===== src/gdm_pkg.sv =====
// constants and types for the gate drive monitor configuration bank
// Functional notes
// - the low-current select register at 17h resets to zero and holds one bit per bridge, bit 7 for bridge 1 down to bit 0 for bridge 8.
// - a clear low-current bit maps a bridge's source and sink codes to the standard table, a set bit to the low-current table.
// - each 4-bit current code picks one of sixteen currents, code 1111b giving 62 mA standard or 2.3 mA low-current.
// - the monitor register at 18h resets to zero and bits 7-6 set the gate fault mode: latched, cycle by cycle, warning, disabled.
// - gate fault local shutdown bit 5 clear shuts all drivers on a gate fault, set shuts only the faulting bridge.
// - bit 4 picks the gate comparator threshold, 1.4 V when clear and 1 V when set.
// - handshake disable bit 3 removes the gate-voltage dead-time handshake.
// - bits 2-1 set the overcurrent mode: latched, cycle by cycle, warning, disabled.
// - overcurrent local shutdown bit 0 clear shuts all drivers on an overcurrent, set shuts only the affected bridge.
// - the blanking register at 19h resets to 12h, bits 7-6 read zero, bits 5-3 serve bridges 1-2 and bits 2-0 bridges 3-4.
// - each 3-bit blanking code selects 2, 4, 8, 12, 16, 24, 32 or 96 us of drive and overcurrent blanking.
package gdm_pkg;
  localparam int         NUM_HB          = 8;
  localparam logic [7:0] ADDR_LOW_CUR    = 8'h17;
  localparam logic [7:0] ADDR_MON_CFG    = 8'h18;
  localparam logic [7:0] ADDR_BLANK_LO   = 8'h19;
  localparam logic [7:0] RST_LOW_CUR     = 8'h00;
  localparam logic [7:0] RST_MON_CFG     = 8'h00;
  localparam logic [7:0] RST_BLANK_LO    = 8'h12;
  localparam logic [7:0] BLANK_WR_MASK   = 8'h3F;
  localparam int         POS_GATE_MODE   = 6;
  localparam int         POS_GATE_LOCAL  = 5;
  localparam int         POS_THRESH      = 4;
  localparam int         POS_HS_DIS      = 3;
  localparam int         POS_OC_MODE     = 1;
  localparam int         POS_OC_LOCAL    = 0;
  localparam int         POS_BLANK_HB12  = 3;
  localparam int         POS_BLANK_HB34  = 0;
  localparam int         CLK_MHZ         = 40;
  // blanking windows in microseconds, indexed by code
  localparam int         BLANK_US [8]    = '{2, 4, 8, 12, 16, 24, 32, 96};
  // current tables in microamps, indexed by code
  localparam int         STD_UA [16]     = '{500, 1000, 2000, 3000, 4000, 5000, 6000, 7000,
                                             8000, 12000, 16000, 20000, 24000, 31000, 48000,
                                             62000};
  localparam int         LOW_UA [16]     = '{50, 110, 170, 230, 290, 350, 410, 600,
                                             725, 850, 1000, 1200, 1400, 1600, 1800, 2300};
  localparam int         THRESH_HI_MV    = 1400;
  localparam int         THRESH_LO_MV    = 1000;

  typedef enum logic [1:0] {
    MODE_LATCHED = 2'b00,
    MODE_CYCLE   = 2'b01,
    MODE_WARN    = 2'b10,
    MODE_OFF     = 2'b11
  } mon_mode_t;
endpackage : gdm_pkg


===== src/gdm_blank_timer.sv =====
// per-bridge drive and blanking window timer
`timescale 1ns/100ps
`default_nettype none
module gdm_blank_timer (
  input  wire logic       clk,
  input  wire logic       reset_n,
  input  wire logic       start,
  input  wire logic [2:0] code,
  output logic            active
);
  import gdm_pkg::*;

  typedef struct packed {
    logic [11:0] cnt;
  } tmr_t;

  tmr_t st_q, st_d;
  logic [11:0] load_val;

  always_comb begin
    load_val = 12'(BLANK_US[code] * CLK_MHZ);
    st_d     = st_q;
    if (start) begin
      st_d.cnt = load_val;
    end else if (st_q.cnt != 12'h000) begin
      st_d.cnt = st_q.cnt - 12'h001;
    end
  end

  always_ff @(posedge clk or negedge reset_n) begin
    if (!reset_n) begin
      st_q <= '0;
    end else begin
      st_q <= st_d;
    end
  end

  assign active = (st_q.cnt != 12'h000);

  // load at the start edge, then 80 counts down to zero: active for 80 sampled edges
  a_blank_len: assert property (@(posedge clk) disable iff (!reset_n)
    start && code == 3'b000 |=> active [*8] ##73 !active)
    else $error("blanking window not 2 us");
endmodule : gdm_blank_timer
`default_nettype wire


===== src/gate_drive_monitor_config.sv =====
// register bank and monitor response logic of the gate driver
`timescale 1ns/100ps
`default_nettype none
module gate_drive_monitor_config (
  input  wire logic              clk,
  input  wire logic              reset_n,
  input  wire logic              reg_wr,
  input  wire logic              reg_rd,
  input  wire logic [7:0]        reg_addr,
  input  wire logic [7:0]        reg_wdata,
  output logic      [7:0]        reg_rdata,
  output logic                   reg_valid,
  input  wire logic [7:0]        hb_switch,
  input  wire logic [7:0]        gate_fault_raw,
  input  wire logic [7:0]        oc_fault_raw,
  input  wire logic              fault_clear,
  output logic      [7:0]        low_current_sel,
  output logic      [7:0]        driver_enable,
  output logic      [7:0]        blanking_active,
  output logic      [7:0]        gate_warning,
  output logic      [7:0]        oc_warning,
  output logic                   gate_threshold_select,
  output logic                   handshake_disable,
  output logic [gdm_pkg::NUM_HB-1:0][15:0] peak_current_ua
);
  import gdm_pkg::*;

  // peak_current_ua for the code 1111b on both source and sink, per bridge
  typedef struct packed {
    logic [7:0] low_cur;
    logic [7:0] mon_cfg;
    logic [7:0] blank;
    logic [7:0] rdata;
    logic       valid;
    logic [7:0] latched_off;
    logic [7:0] gate_s1;
    logic [7:0] gate_s2;
    logic [7:0] oc_s1;
    logic [7:0] oc_s2;
    logic [7:0] sw_s1;
    logic [7:0] sw_s2;
    logic [7:0] sw_prev;
  } state_t;

  state_t st_q, st_d;
  mon_mode_t   gate_mode, oc_mode;
  logic [7:0]  gate_hit, oc_hit, gate_trip, oc_trip, shut_now, edge_hb;
  logic [2:0]  hb_code [NUM_HB];
  logic [7:0]  read_val;
  logic        gate_local, oc_local;

  ////////////////////////////////////////////////////////////////////////////
  assign gate_mode  = mon_mode_t'(st_q.mon_cfg[POS_GATE_MODE +: 2]);
  assign oc_mode    = mon_mode_t'(st_q.mon_cfg[POS_OC_MODE +: 2]);
  assign gate_local = st_q.mon_cfg[POS_GATE_LOCAL];
  assign oc_local   = st_q.mon_cfg[POS_OC_LOCAL];
  assign edge_hb    = st_q.sw_s2 ^ st_q.sw_prev;

  // overcurrent is ignored while the bridge's blanking window is running
  assign gate_hit   = (gate_mode == MODE_OFF) ? 8'h00 : st_q.gate_s2;
  assign oc_hit     = (oc_mode == MODE_OFF) ? 8'h00 : (st_q.oc_s2 & ~blanking_active);

  assign gate_trip  = (gate_mode == MODE_WARN) ? 8'h00 : gate_hit;
  assign oc_trip    = (oc_mode == MODE_WARN) ? 8'h00 : oc_hit;
  assign gate_warning = gate_hit;
  assign oc_warning   = oc_hit;

  // shutdown spread: all bridges unless the local option is set
  always_comb begin
    shut_now = 8'h00;
    if (gate_trip != 8'h00) begin
      shut_now = shut_now | (gate_local ? gate_trip : 8'hFF);
    end
    if (oc_trip != 8'h00) begin
      shut_now = shut_now | (oc_local ? oc_trip : 8'hFF);
    end
  end

  ////////////////////////////////////////////////////////////////////////////
  // bridge n maps to register bit 8-n
  genvar g;
  generate
    for (g = 0; g < NUM_HB; g++) begin : g_hb
      assign low_current_sel[g] = st_q.low_cur[7-g];
      assign hb_code[g] = (g < 2) ? st_q.blank[POS_BLANK_HB12 +: 3]
                                  : st_q.blank[POS_BLANK_HB34 +: 3];
      // code 1111b current for the selected table
      assign peak_current_ua[g] = low_current_sel[g] ? 16'(LOW_UA[15])
                                                     : 16'(STD_UA[15]);
      // bridges 5-8 have their blanking elsewhere; only 1-4 time here
      if (g < 4) begin : g_tmr
        gdm_blank_timer gdm_blank_timer_inst (
          .clk     (clk),
          .reset_n (reset_n),
          .start   (edge_hb[g]),
          .code    (hb_code[g]),
          .active  (blanking_active[g])
        );
      end else begin : g_none
        assign blanking_active[g] = 1'b0;
      end
    end
  endgenerate

  ////////////////////////////////////////////////////////////////////////////
  always_comb begin
    case (reg_addr)
      ADDR_LOW_CUR:  read_val = st_q.low_cur;
      ADDR_MON_CFG:  read_val = st_q.mon_cfg;
      ADDR_BLANK_LO: read_val = st_q.blank & BLANK_WR_MASK;
      default:       read_val = 8'h00;
    endcase
  end

  always_comb begin
    st_d         = st_q;
    st_d.gate_s1 = gate_fault_raw;
    st_d.gate_s2 = st_q.gate_s1;
    st_d.oc_s1   = oc_fault_raw;
    st_d.oc_s2   = st_q.oc_s1;
    st_d.sw_s1   = hb_switch;
    st_d.sw_s2   = st_q.sw_s1;
    st_d.sw_prev = st_q.sw_s2;
    st_d.valid   = reg_rd;
    if (reg_rd) begin
      st_d.rdata = read_val;
    end
    if (reg_wr) begin
      case (reg_addr)
        ADDR_LOW_CUR:  st_d.low_cur = reg_wdata;
        ADDR_MON_CFG:  st_d.mon_cfg = reg_wdata;
        ADDR_BLANK_LO: st_d.blank   = reg_wdata & BLANK_WR_MASK;
        default:       st_d.low_cur = st_q.low_cur;
      endcase
    end
    // latched faults hold until cleared; a new trip wins over the clear
    if (fault_clear) begin
      st_d.latched_off = 8'h00;
    end
    if (gate_mode == MODE_LATCHED) begin
      st_d.latched_off = st_d.latched_off | (gate_local ? gate_trip
                         : {8{gate_trip != 8'h00}});
    end
    if (oc_mode == MODE_LATCHED) begin
      st_d.latched_off = st_d.latched_off | (oc_local ? oc_trip
                         : {8{oc_trip != 8'h00}});
    end
  end

  always_ff @(posedge clk or negedge reset_n) begin
    if (!reset_n) begin
      st_q         <= '0;
      st_q.low_cur <= RST_LOW_CUR;
      st_q.mon_cfg <= RST_MON_CFG;
      st_q.blank   <= RST_BLANK_LO;
    end else begin
      st_q <= st_d;
    end
  end

  ////////////////////////////////////////////////////////////////////////////
  // cycle-by-cycle faults only gate the driver while present
  assign driver_enable         = ~(shut_now | st_q.latched_off);
  assign gate_threshold_select = st_q.mon_cfg[POS_THRESH];
  assign handshake_disable     = st_q.mon_cfg[POS_HS_DIS];
  assign reg_rdata             = st_q.rdata;
  assign reg_valid             = st_q.valid;

  a_blank_rsvd: assert property (@(posedge clk) disable iff (!reset_n)
    reg_rd && reg_addr == ADDR_BLANK_LO |=> reg_rdata[7:6] == 2'b00)
    else $error("reserved blanking bits not zero");
  a_lowcur_map: assert property (@(posedge clk) disable iff (!reset_n)
    reg_wr && reg_addr == ADDR_LOW_CUR |=> low_current_sel[0] == $past(reg_wdata[7]))
    else $error("bridge 1 low-current bit not bit 7");
  a_table_sel: assert property (@(posedge clk) disable iff (!reset_n)
    peak_current_ua[2] == (low_current_sel[2] ? 16'd2300 : 16'd62000))
    else $error("bridge 3 current table wrong");
  a_gate_global: assert property (@(posedge clk) disable iff (!reset_n)
    gate_mode == MODE_CYCLE && !gate_local && st_q.gate_s2 != 8'h00
    |-> driver_enable == 8'h00)
    else $error("gate fault did not stop all drivers");
  a_oc_local: assert property (@(posedge clk) disable iff (!reset_n)
    oc_mode == MODE_CYCLE && oc_local && gate_trip == 8'h00
    && st_q.latched_off == 8'h00 && oc_hit != 8'h00 |-> driver_enable == ~oc_hit)
    else $error("overcurrent local shutdown wrong");
  a_oc_off: assert property (@(posedge clk) disable iff (!reset_n)
    oc_mode == MODE_OFF |-> oc_warning == 8'h00)
    else $error("disabled overcurrent still reports");
  a_thresh_bit: assert property (@(posedge clk) disable iff (!reset_n)
    reg_wr && reg_addr == ADDR_MON_CFG |=> gate_threshold_select == $past(reg_wdata[4])
    && handshake_disable == $past(reg_wdata[3]))
    else $error("threshold or handshake bit wrong");
  a_gate_latch: assert property (@(posedge clk) disable iff (!reset_n)
    gate_mode == MODE_LATCHED && !gate_local && gate_trip != 8'h00 && !fault_clear
    |=> driver_enable == 8'h00 [*2])
    else $error("latched gate fault not held");
  a_gate_local: assert property (@(posedge clk) disable iff (!reset_n)
    gate_mode == MODE_CYCLE && gate_local && oc_trip == 8'h00
    && st_q.latched_off == 8'h00 && gate_hit != 8'h00 |-> driver_enable == ~gate_hit)
    else $error("gate local shutdown wrong");
  a_oc_global: assert property (@(posedge clk) disable iff (!reset_n)
    oc_mode == MODE_CYCLE && !oc_local && oc_hit != 8'h00 |-> driver_enable == 8'h00)
    else $error("overcurrent did not stop all drivers");
  a_gate_off: assert property (@(posedge clk) disable iff (!reset_n)
    gate_mode == MODE_OFF && oc_trip == 8'h00 && st_q.latched_off == 8'h00
    |-> gate_warning == 8'h00 && driver_enable == 8'hFF)
    else $error("disabled gate monitor still acts");
  a_gate_warn_only: assert property (@(posedge clk) disable iff (!reset_n)
    gate_mode == MODE_WARN && oc_trip == 8'h00 && st_q.latched_off == 8'h00
    |-> gate_warning == st_q.gate_s2 && driver_enable == 8'hFF)
    else $error("gate warning mode shut a driver");
  a_oc_warn_only: assert property (@(posedge clk) disable iff (!reset_n)
    oc_mode == MODE_WARN && gate_trip == 8'h00 && st_q.latched_off == 8'h00
    |-> driver_enable == 8'hFF)
    else $error("overcurrent warning mode shut a driver");
  a_mon_write: assert property (@(posedge clk) disable iff (!reset_n)
    reg_wr && reg_addr == ADDR_MON_CFG |=> st_q.mon_cfg == $past(reg_wdata))
    else $error("monitor register write lost");
  a_blank_write: assert property (@(posedge clk) disable iff (!reset_n)
    reg_wr && reg_addr == ADDR_BLANK_LO |=> st_q.blank[7:6] == 2'b00
    && st_q.blank[5:0] == $past(reg_wdata[5:0]))
    else $error("blanking register write wrong");
endmodule : gate_drive_monitor_config
`default_nettype wire


===== config.mk =====
export PLATFORM = sky130hd
export DESIGN_NAME = gate_drive_monitor_config
export DESIGN_NICKNAME = d
export VERILOG_FILES = /design/src/gdm_pkg.sv /design/src/gdm_blank_timer.sv /design/src/gate_drive_monitor_config.sv
export SDC_FILE = /design/constraint.sdc
export NUM_CORES = 1
export LEC_CHECK = 0
export ABC_AREA = 0
export BUFFER_PORTS_ARGS = -buffer_cell sky130_fd_sc_hd__buf_4
export CORE_MARGIN = 1
export CORE_UTILIZATION = 48
export DETAILED_ROUTE_END_ITERATION = 10
export PLACE_DENSITY = 0.77
export SETUP_SLACK_MARGIN = 0.02
export SLEW_MARGIN = 20
export SYNTH_ARGS = -nofsm -noshare
export SYNTH_HDL_FRONTEND = slang
export SYNTH_HIERARCHICAL = 1
export SYNTH_SLANG_ARGS = --single-unit

===== constraint.sdc =====
create_clock -name clk -period 3 [get_ports clk]
set_clock_uncertainty 0.2 [all_clocks]
set_input_delay 0.45 -clock clk [delete_from_list [all_inputs] [get_ports clk]]
set_output_delay 0.45 -clock clk [all_outputs]
set_load 0.02 [all_outputs]

==> reports/qor.txt <==
OUTCOME
-------------------------------------------------------------------------------------
Outcome                                                                  complete, but fails checks
Violated checks                                                          setup timing

TIMING
-------------------------------------------------------------------------------------
Total Neg Setup Slack                                                        -2680 ps
Slew at the pin closest to its max-slew limit                                  782 ps
Final worst-path setup slack                                                  -373 ps
Maximum achievable frequency                                                0.296 GHz
Final count of negative-setup-slack endpoints                                       8
Total count of max-transition violations in the final report                        0
Total count of hold-check failures in the final report                              0
Setup repair after global routing missed its margin                              true
Ratio of final minimum period to clock period                                    112%
Crit path time final                                                          3370 ps
Remaining max-slew budget at the tightest pin                                   47.8%

PLACE
-------------------------------------------------------------------------------------
Port buffer count                                                                 167
Cell area after placement                                                    8870 um2
Placed Instances                                                                 1093
Placer congestion estimate                                                      0.916
Post-detail-place hpwl                                                       13200 um

LAYOUT
-------------------------------------------------------------------------------------
Area Overhead vs Synth                                                          22.7%
Post-route non-filler standard cell count                                        1157
Most frequent cells in the layout                                        buf_4 (200), dfrtp_1 (128), conb_1 (52)
Number of nets in the layout                                                     1009
Leading cell type in the layout, fill and taps excluded                         buf_4
Fraction of layout cells with a size suffix above 1                             33.8%
Filler Cell Count                                                                1329
Layout Cell Area excl Fill                                                   9840 um2
Number of diodes                                                                    0

WORST SETUP PATH
-------------------------------------------------------------------------------------
Endpoint class of the critical path                                      primary output
Critical path launch point                                               g_hb[0].g_tmr.gdm_blank_timer_inst/st_q[1]$_DFFE_PN0P_
Endpoint of the worst-slack reg-to-reg timing path                       st_q[61]$_DFF_PN0_
Critical Path Source Type                                                        flop
CP required                                                                   2350 ps
Slowest cell on crit path                                                     dfrtp_1
Ordered cell list for the critical path                                  inv_1 > ha_1 > nor3b_1 > and4b_1 > inv_2 > nand2b_2 > and3_4 > and4b_2 > o31a_1 > buf_6
Stage delay of the slowest cell on the critical path                           420 ps
Worst Path Class, Setup                                                  flop to primary output
Termination of the worst setup path                                      driver_enable[6]
Worst-path maximum fanout                                                           7
Reg-to-reg setup timing slack                                                  200 ps
Reg-to-reg critical path startpoint                                      g_hb[0].g_tmr.gdm_blank_timer_inst/st_q[1]$_DFFE_PN0P_
Signal arrival time at the worst endpoint                                     2720 ps
Worst reg-to-reg path cell count                                                   11

SYNTHESIS
-------------------------------------------------------------------------------------
Most used flip-flop cell after synthesis                                      dfrtp_1
Area share of the largest cell type after synthesis                             40.3%
Top cells by area, synth                                                 dfrtp_1 (40%), buf_4 (13%), ha_1 (5.0%)
Share of the synthesized area in compound gates (AO/OA/AOI/OAI)                 12.8%
Number of enable flip-flop cells after synthesis                                    0
Multiplexer fraction of the synthesized cell area                               3.47%
Number of unique standard cell types used by synthesis                             81
Fraction of synthesis flops using an asynchronous set or reset pin               100%
Dominant combinational cell family by area after synthesis               simple AND/OR/NAND/NOR gates
Syn. warnings                                                                       6
Syn Inst Count                                                                    786
Largest area contributor in the synthesized netlist                           dfrtp_1
Average cell area after synthesis                                            10.2 um2
Seq cells post-synth                                                              131
Adder and majority cell fraction of the synthesized area                        5.99%
Xor/xnor share of the synthesized area                                          2.73%
Post-synthesis share of cell area spent on and, or, nand and nor gates          18.0%
Post-synth design cell area                                                  8020 um2
Part of the Yosys area used for sequential elements                             40.9%

CLOCKING
-------------------------------------------------------------------------------------
Clock-pin transition on the worst setup and hold timing paths                   60 ps
Total clock sinks                                                                 131
CTS buffer count                                                                   17
Deepest clock path buffer count                                                     2
TritonCTS clock tree                                                              yes
Total number of H-tree levels                                                       4
Skew-Pair Late Insertion Delay                                                 410 ps
Root Buffer Master                                                          clkbuf_16

POWER
-------------------------------------------------------------------------------------
Static leakage                                                                4.57 nW
Part of the total power dissipated in the clock network                         35.3%
Power per cell area                                                        564 nW/um2
P_sw                                                                          1.74 mW
Part of the total power dissipated in sequential elements                       39.4%
Switching part of the total power                                               31.5%
Overall power consumption                                                     5.55 mW
Cell internal power dissipation                                               3.80 mW
Peak supply drop                                                             0.433 mV
Portion of total power attributed to combinational logic                        25.2%

GLOBAL ROUTE
-------------------------------------------------------------------------------------
Routing layer with the top usage in global route                                 met2
Largest net degree at the start of global routing                                  59
Wire length of the first global-routing pass                                 28900 um
Number of global-route vias before repair                                        5726
Total track usage                                                               21.1%
Met3 capacity usage during global routing                                       4.90%
Total global routing overflow                                                       0
Antenna violations before repair                                                    0
Met1 track demand over resource                                                 26.5%
GR Util met2                                                                    35.8%

FLOORPLAN
-------------------------------------------------------------------------------------
Number of ports placed on the die boundary                                        224
Core region area                                                            16100 um2
Horizontal die dimension                                                       131 um
Starting utilization of the core area                                           49.7%
Total number of placement rows                                                     46
Height of the die                                                              131 um
Die Outline Area                                                            17200 um2

ROUTING
-------------------------------------------------------------------------------------
Routed via count                                                                 6030
DR iter-0 viols                                                                   302
First drt pass iteration count                                                      4
Via density per instance                                                         5.21
Number of remaining DRC errors                                                      0
Antenna-violating nets left                                                         0
Total Wirelength                                                             18200 um
Post-DR wirelength/cell                                                       15.8 um

HOLD PATH
-------------------------------------------------------------------------------------
Worst min-delay path class                                               input port to flop

RUN
-------------------------------------------------------------------------------------
Maximum capacitance violations                                                      0

## layout make-up
class	instances	area (um2)	area share, %
clock buffers	24	492	5.00
clock inverters	8	76.3	0.776
inverters	39	149	1.51
multi-input cells	507	3730	37.9
flip-flops and latches	131	3280	33.4
well taps	216	270	2.75
repair buffers	232	1840	18.7
## Yosys cell counts, types with 5 or more instances
library cell / number
nor3_2: 5
nand3b_1: 7
nor4_1: 16
o31ai_1: 5
xor2_1: 10
o31a_1: 9
mux2_2: 22
nor2_1: 25
nor2b_1: 25
a22oi_1: 8
or3_1: 5
o211ai_1: 6
nand2_1: 30
a21oi_1: 34
xnor2_1: 15
ha_1: 32
o311ai_0: 7
inv_1: 35
a31oi_1: 6
buf_4: 140
dfrtp_1: 129
nand3_1: 15
a211oi_1: 13
and3_1: 8
o21ai_0: 21
nor3_1: 10
clkbuf_1: 13
and2_1: 22
nand2b_1: 12
## flip-flops by register name, indices dropped and copies added (netlist names)
register and cells:
g_hb.g_tmr.gdm_blank_timer_inst/st_q 48, gate_local 1, gate_mode 2, gate_threshold_select 1
handshake_disable 1, hb_code 6, low_current_sel 8, oc_local 1
oc_mode 2, reg_rdata 8, reg_valid 1, st_d 24
st_q 28
## cell families after synthesis
group	count (synthesis)
multiplexers	25
adder cells (fa/ha/maj)	36
buffers and inverters	198
flip-flops	131
AO/OA/AOI/OAI	147
XOR/XNOR	25
AND/OR/NAND/NOR	222
other	2
## critical path: cells and delay by family (launching register included)
kind / cells / cell delay (ps)
and+or+nand+nor: 5 / 1190
DFF: 1 / 420
AOI/OAI and AO/OA: 1 / 280
buffers and inverters: 3 / 270
adders and majority gates: 1 / 140
## timing repair
action	in CTS	in global routing
pin swaps	1	3
hold endpoints to repair	77	0
resized for setup	9	13
setup endpoints to repair	9	13
buffers inserted	2	8
hold buffers	22	0
## metal layers
metal / vias up / wire length, um
met5: - / 0
met4: 0 / 301
met3: 23 / 742
met2: 167 / 9190
met1: 2947 / 7990
li1: 2893 / -
## power groups by stage
stage	Clock, mW	Combinational (mW)	Sequential (mW)
finish	1.96	1.40	2.19
detailed placement	0	1.30	2.21
floorplan	0	1.02	2.15
global placement	0	1.28	2.20
global route	2.07	1.53	2.22
CTS	1.99	1.35	2.18
## metrics by stage
step                utilization [%]  hold slack [ps]  worst slack [ps]
finish                         61.0             84.7              -373
global route                   61.0             69.9              -468
CTS                            60.2             70.1              -350
detailed placement             55.1              135              10.8
global placement               55.1              133              41.5
floorplan                         -            -45.6             -34.3
## worst min path at each step
stage / start / depth (start not counted) / endpoint / slack (ps)
global placement: st_d[45]$_DFF_PN0_ / 0 / st_q[45]$_DFF_PN0_ / 130
CTS: reg_wdata[0] / 2 / hb_code[0]$_DFFE_PN0P_ / 70
global route: reg_wdata[0] / 2 / hb_code[0]$_DFFE_PN0P_ / 70
finish: reg_wdata[0] / 2 / hb_code[0]$_DFFE_PN0P_ / 80
floorplan: reset_n / 0 / g_hb[0].g_tmr.gdm_blank_timer_inst/st_q[0]$_DFFE_PN0P_ / -50
detailed placement: st_d[24]$_DFF_PN0_ / 0 / st_q[24]$_DFF_PN0_ / 130
Note: power is estimated with default switching activity, not from simulation.
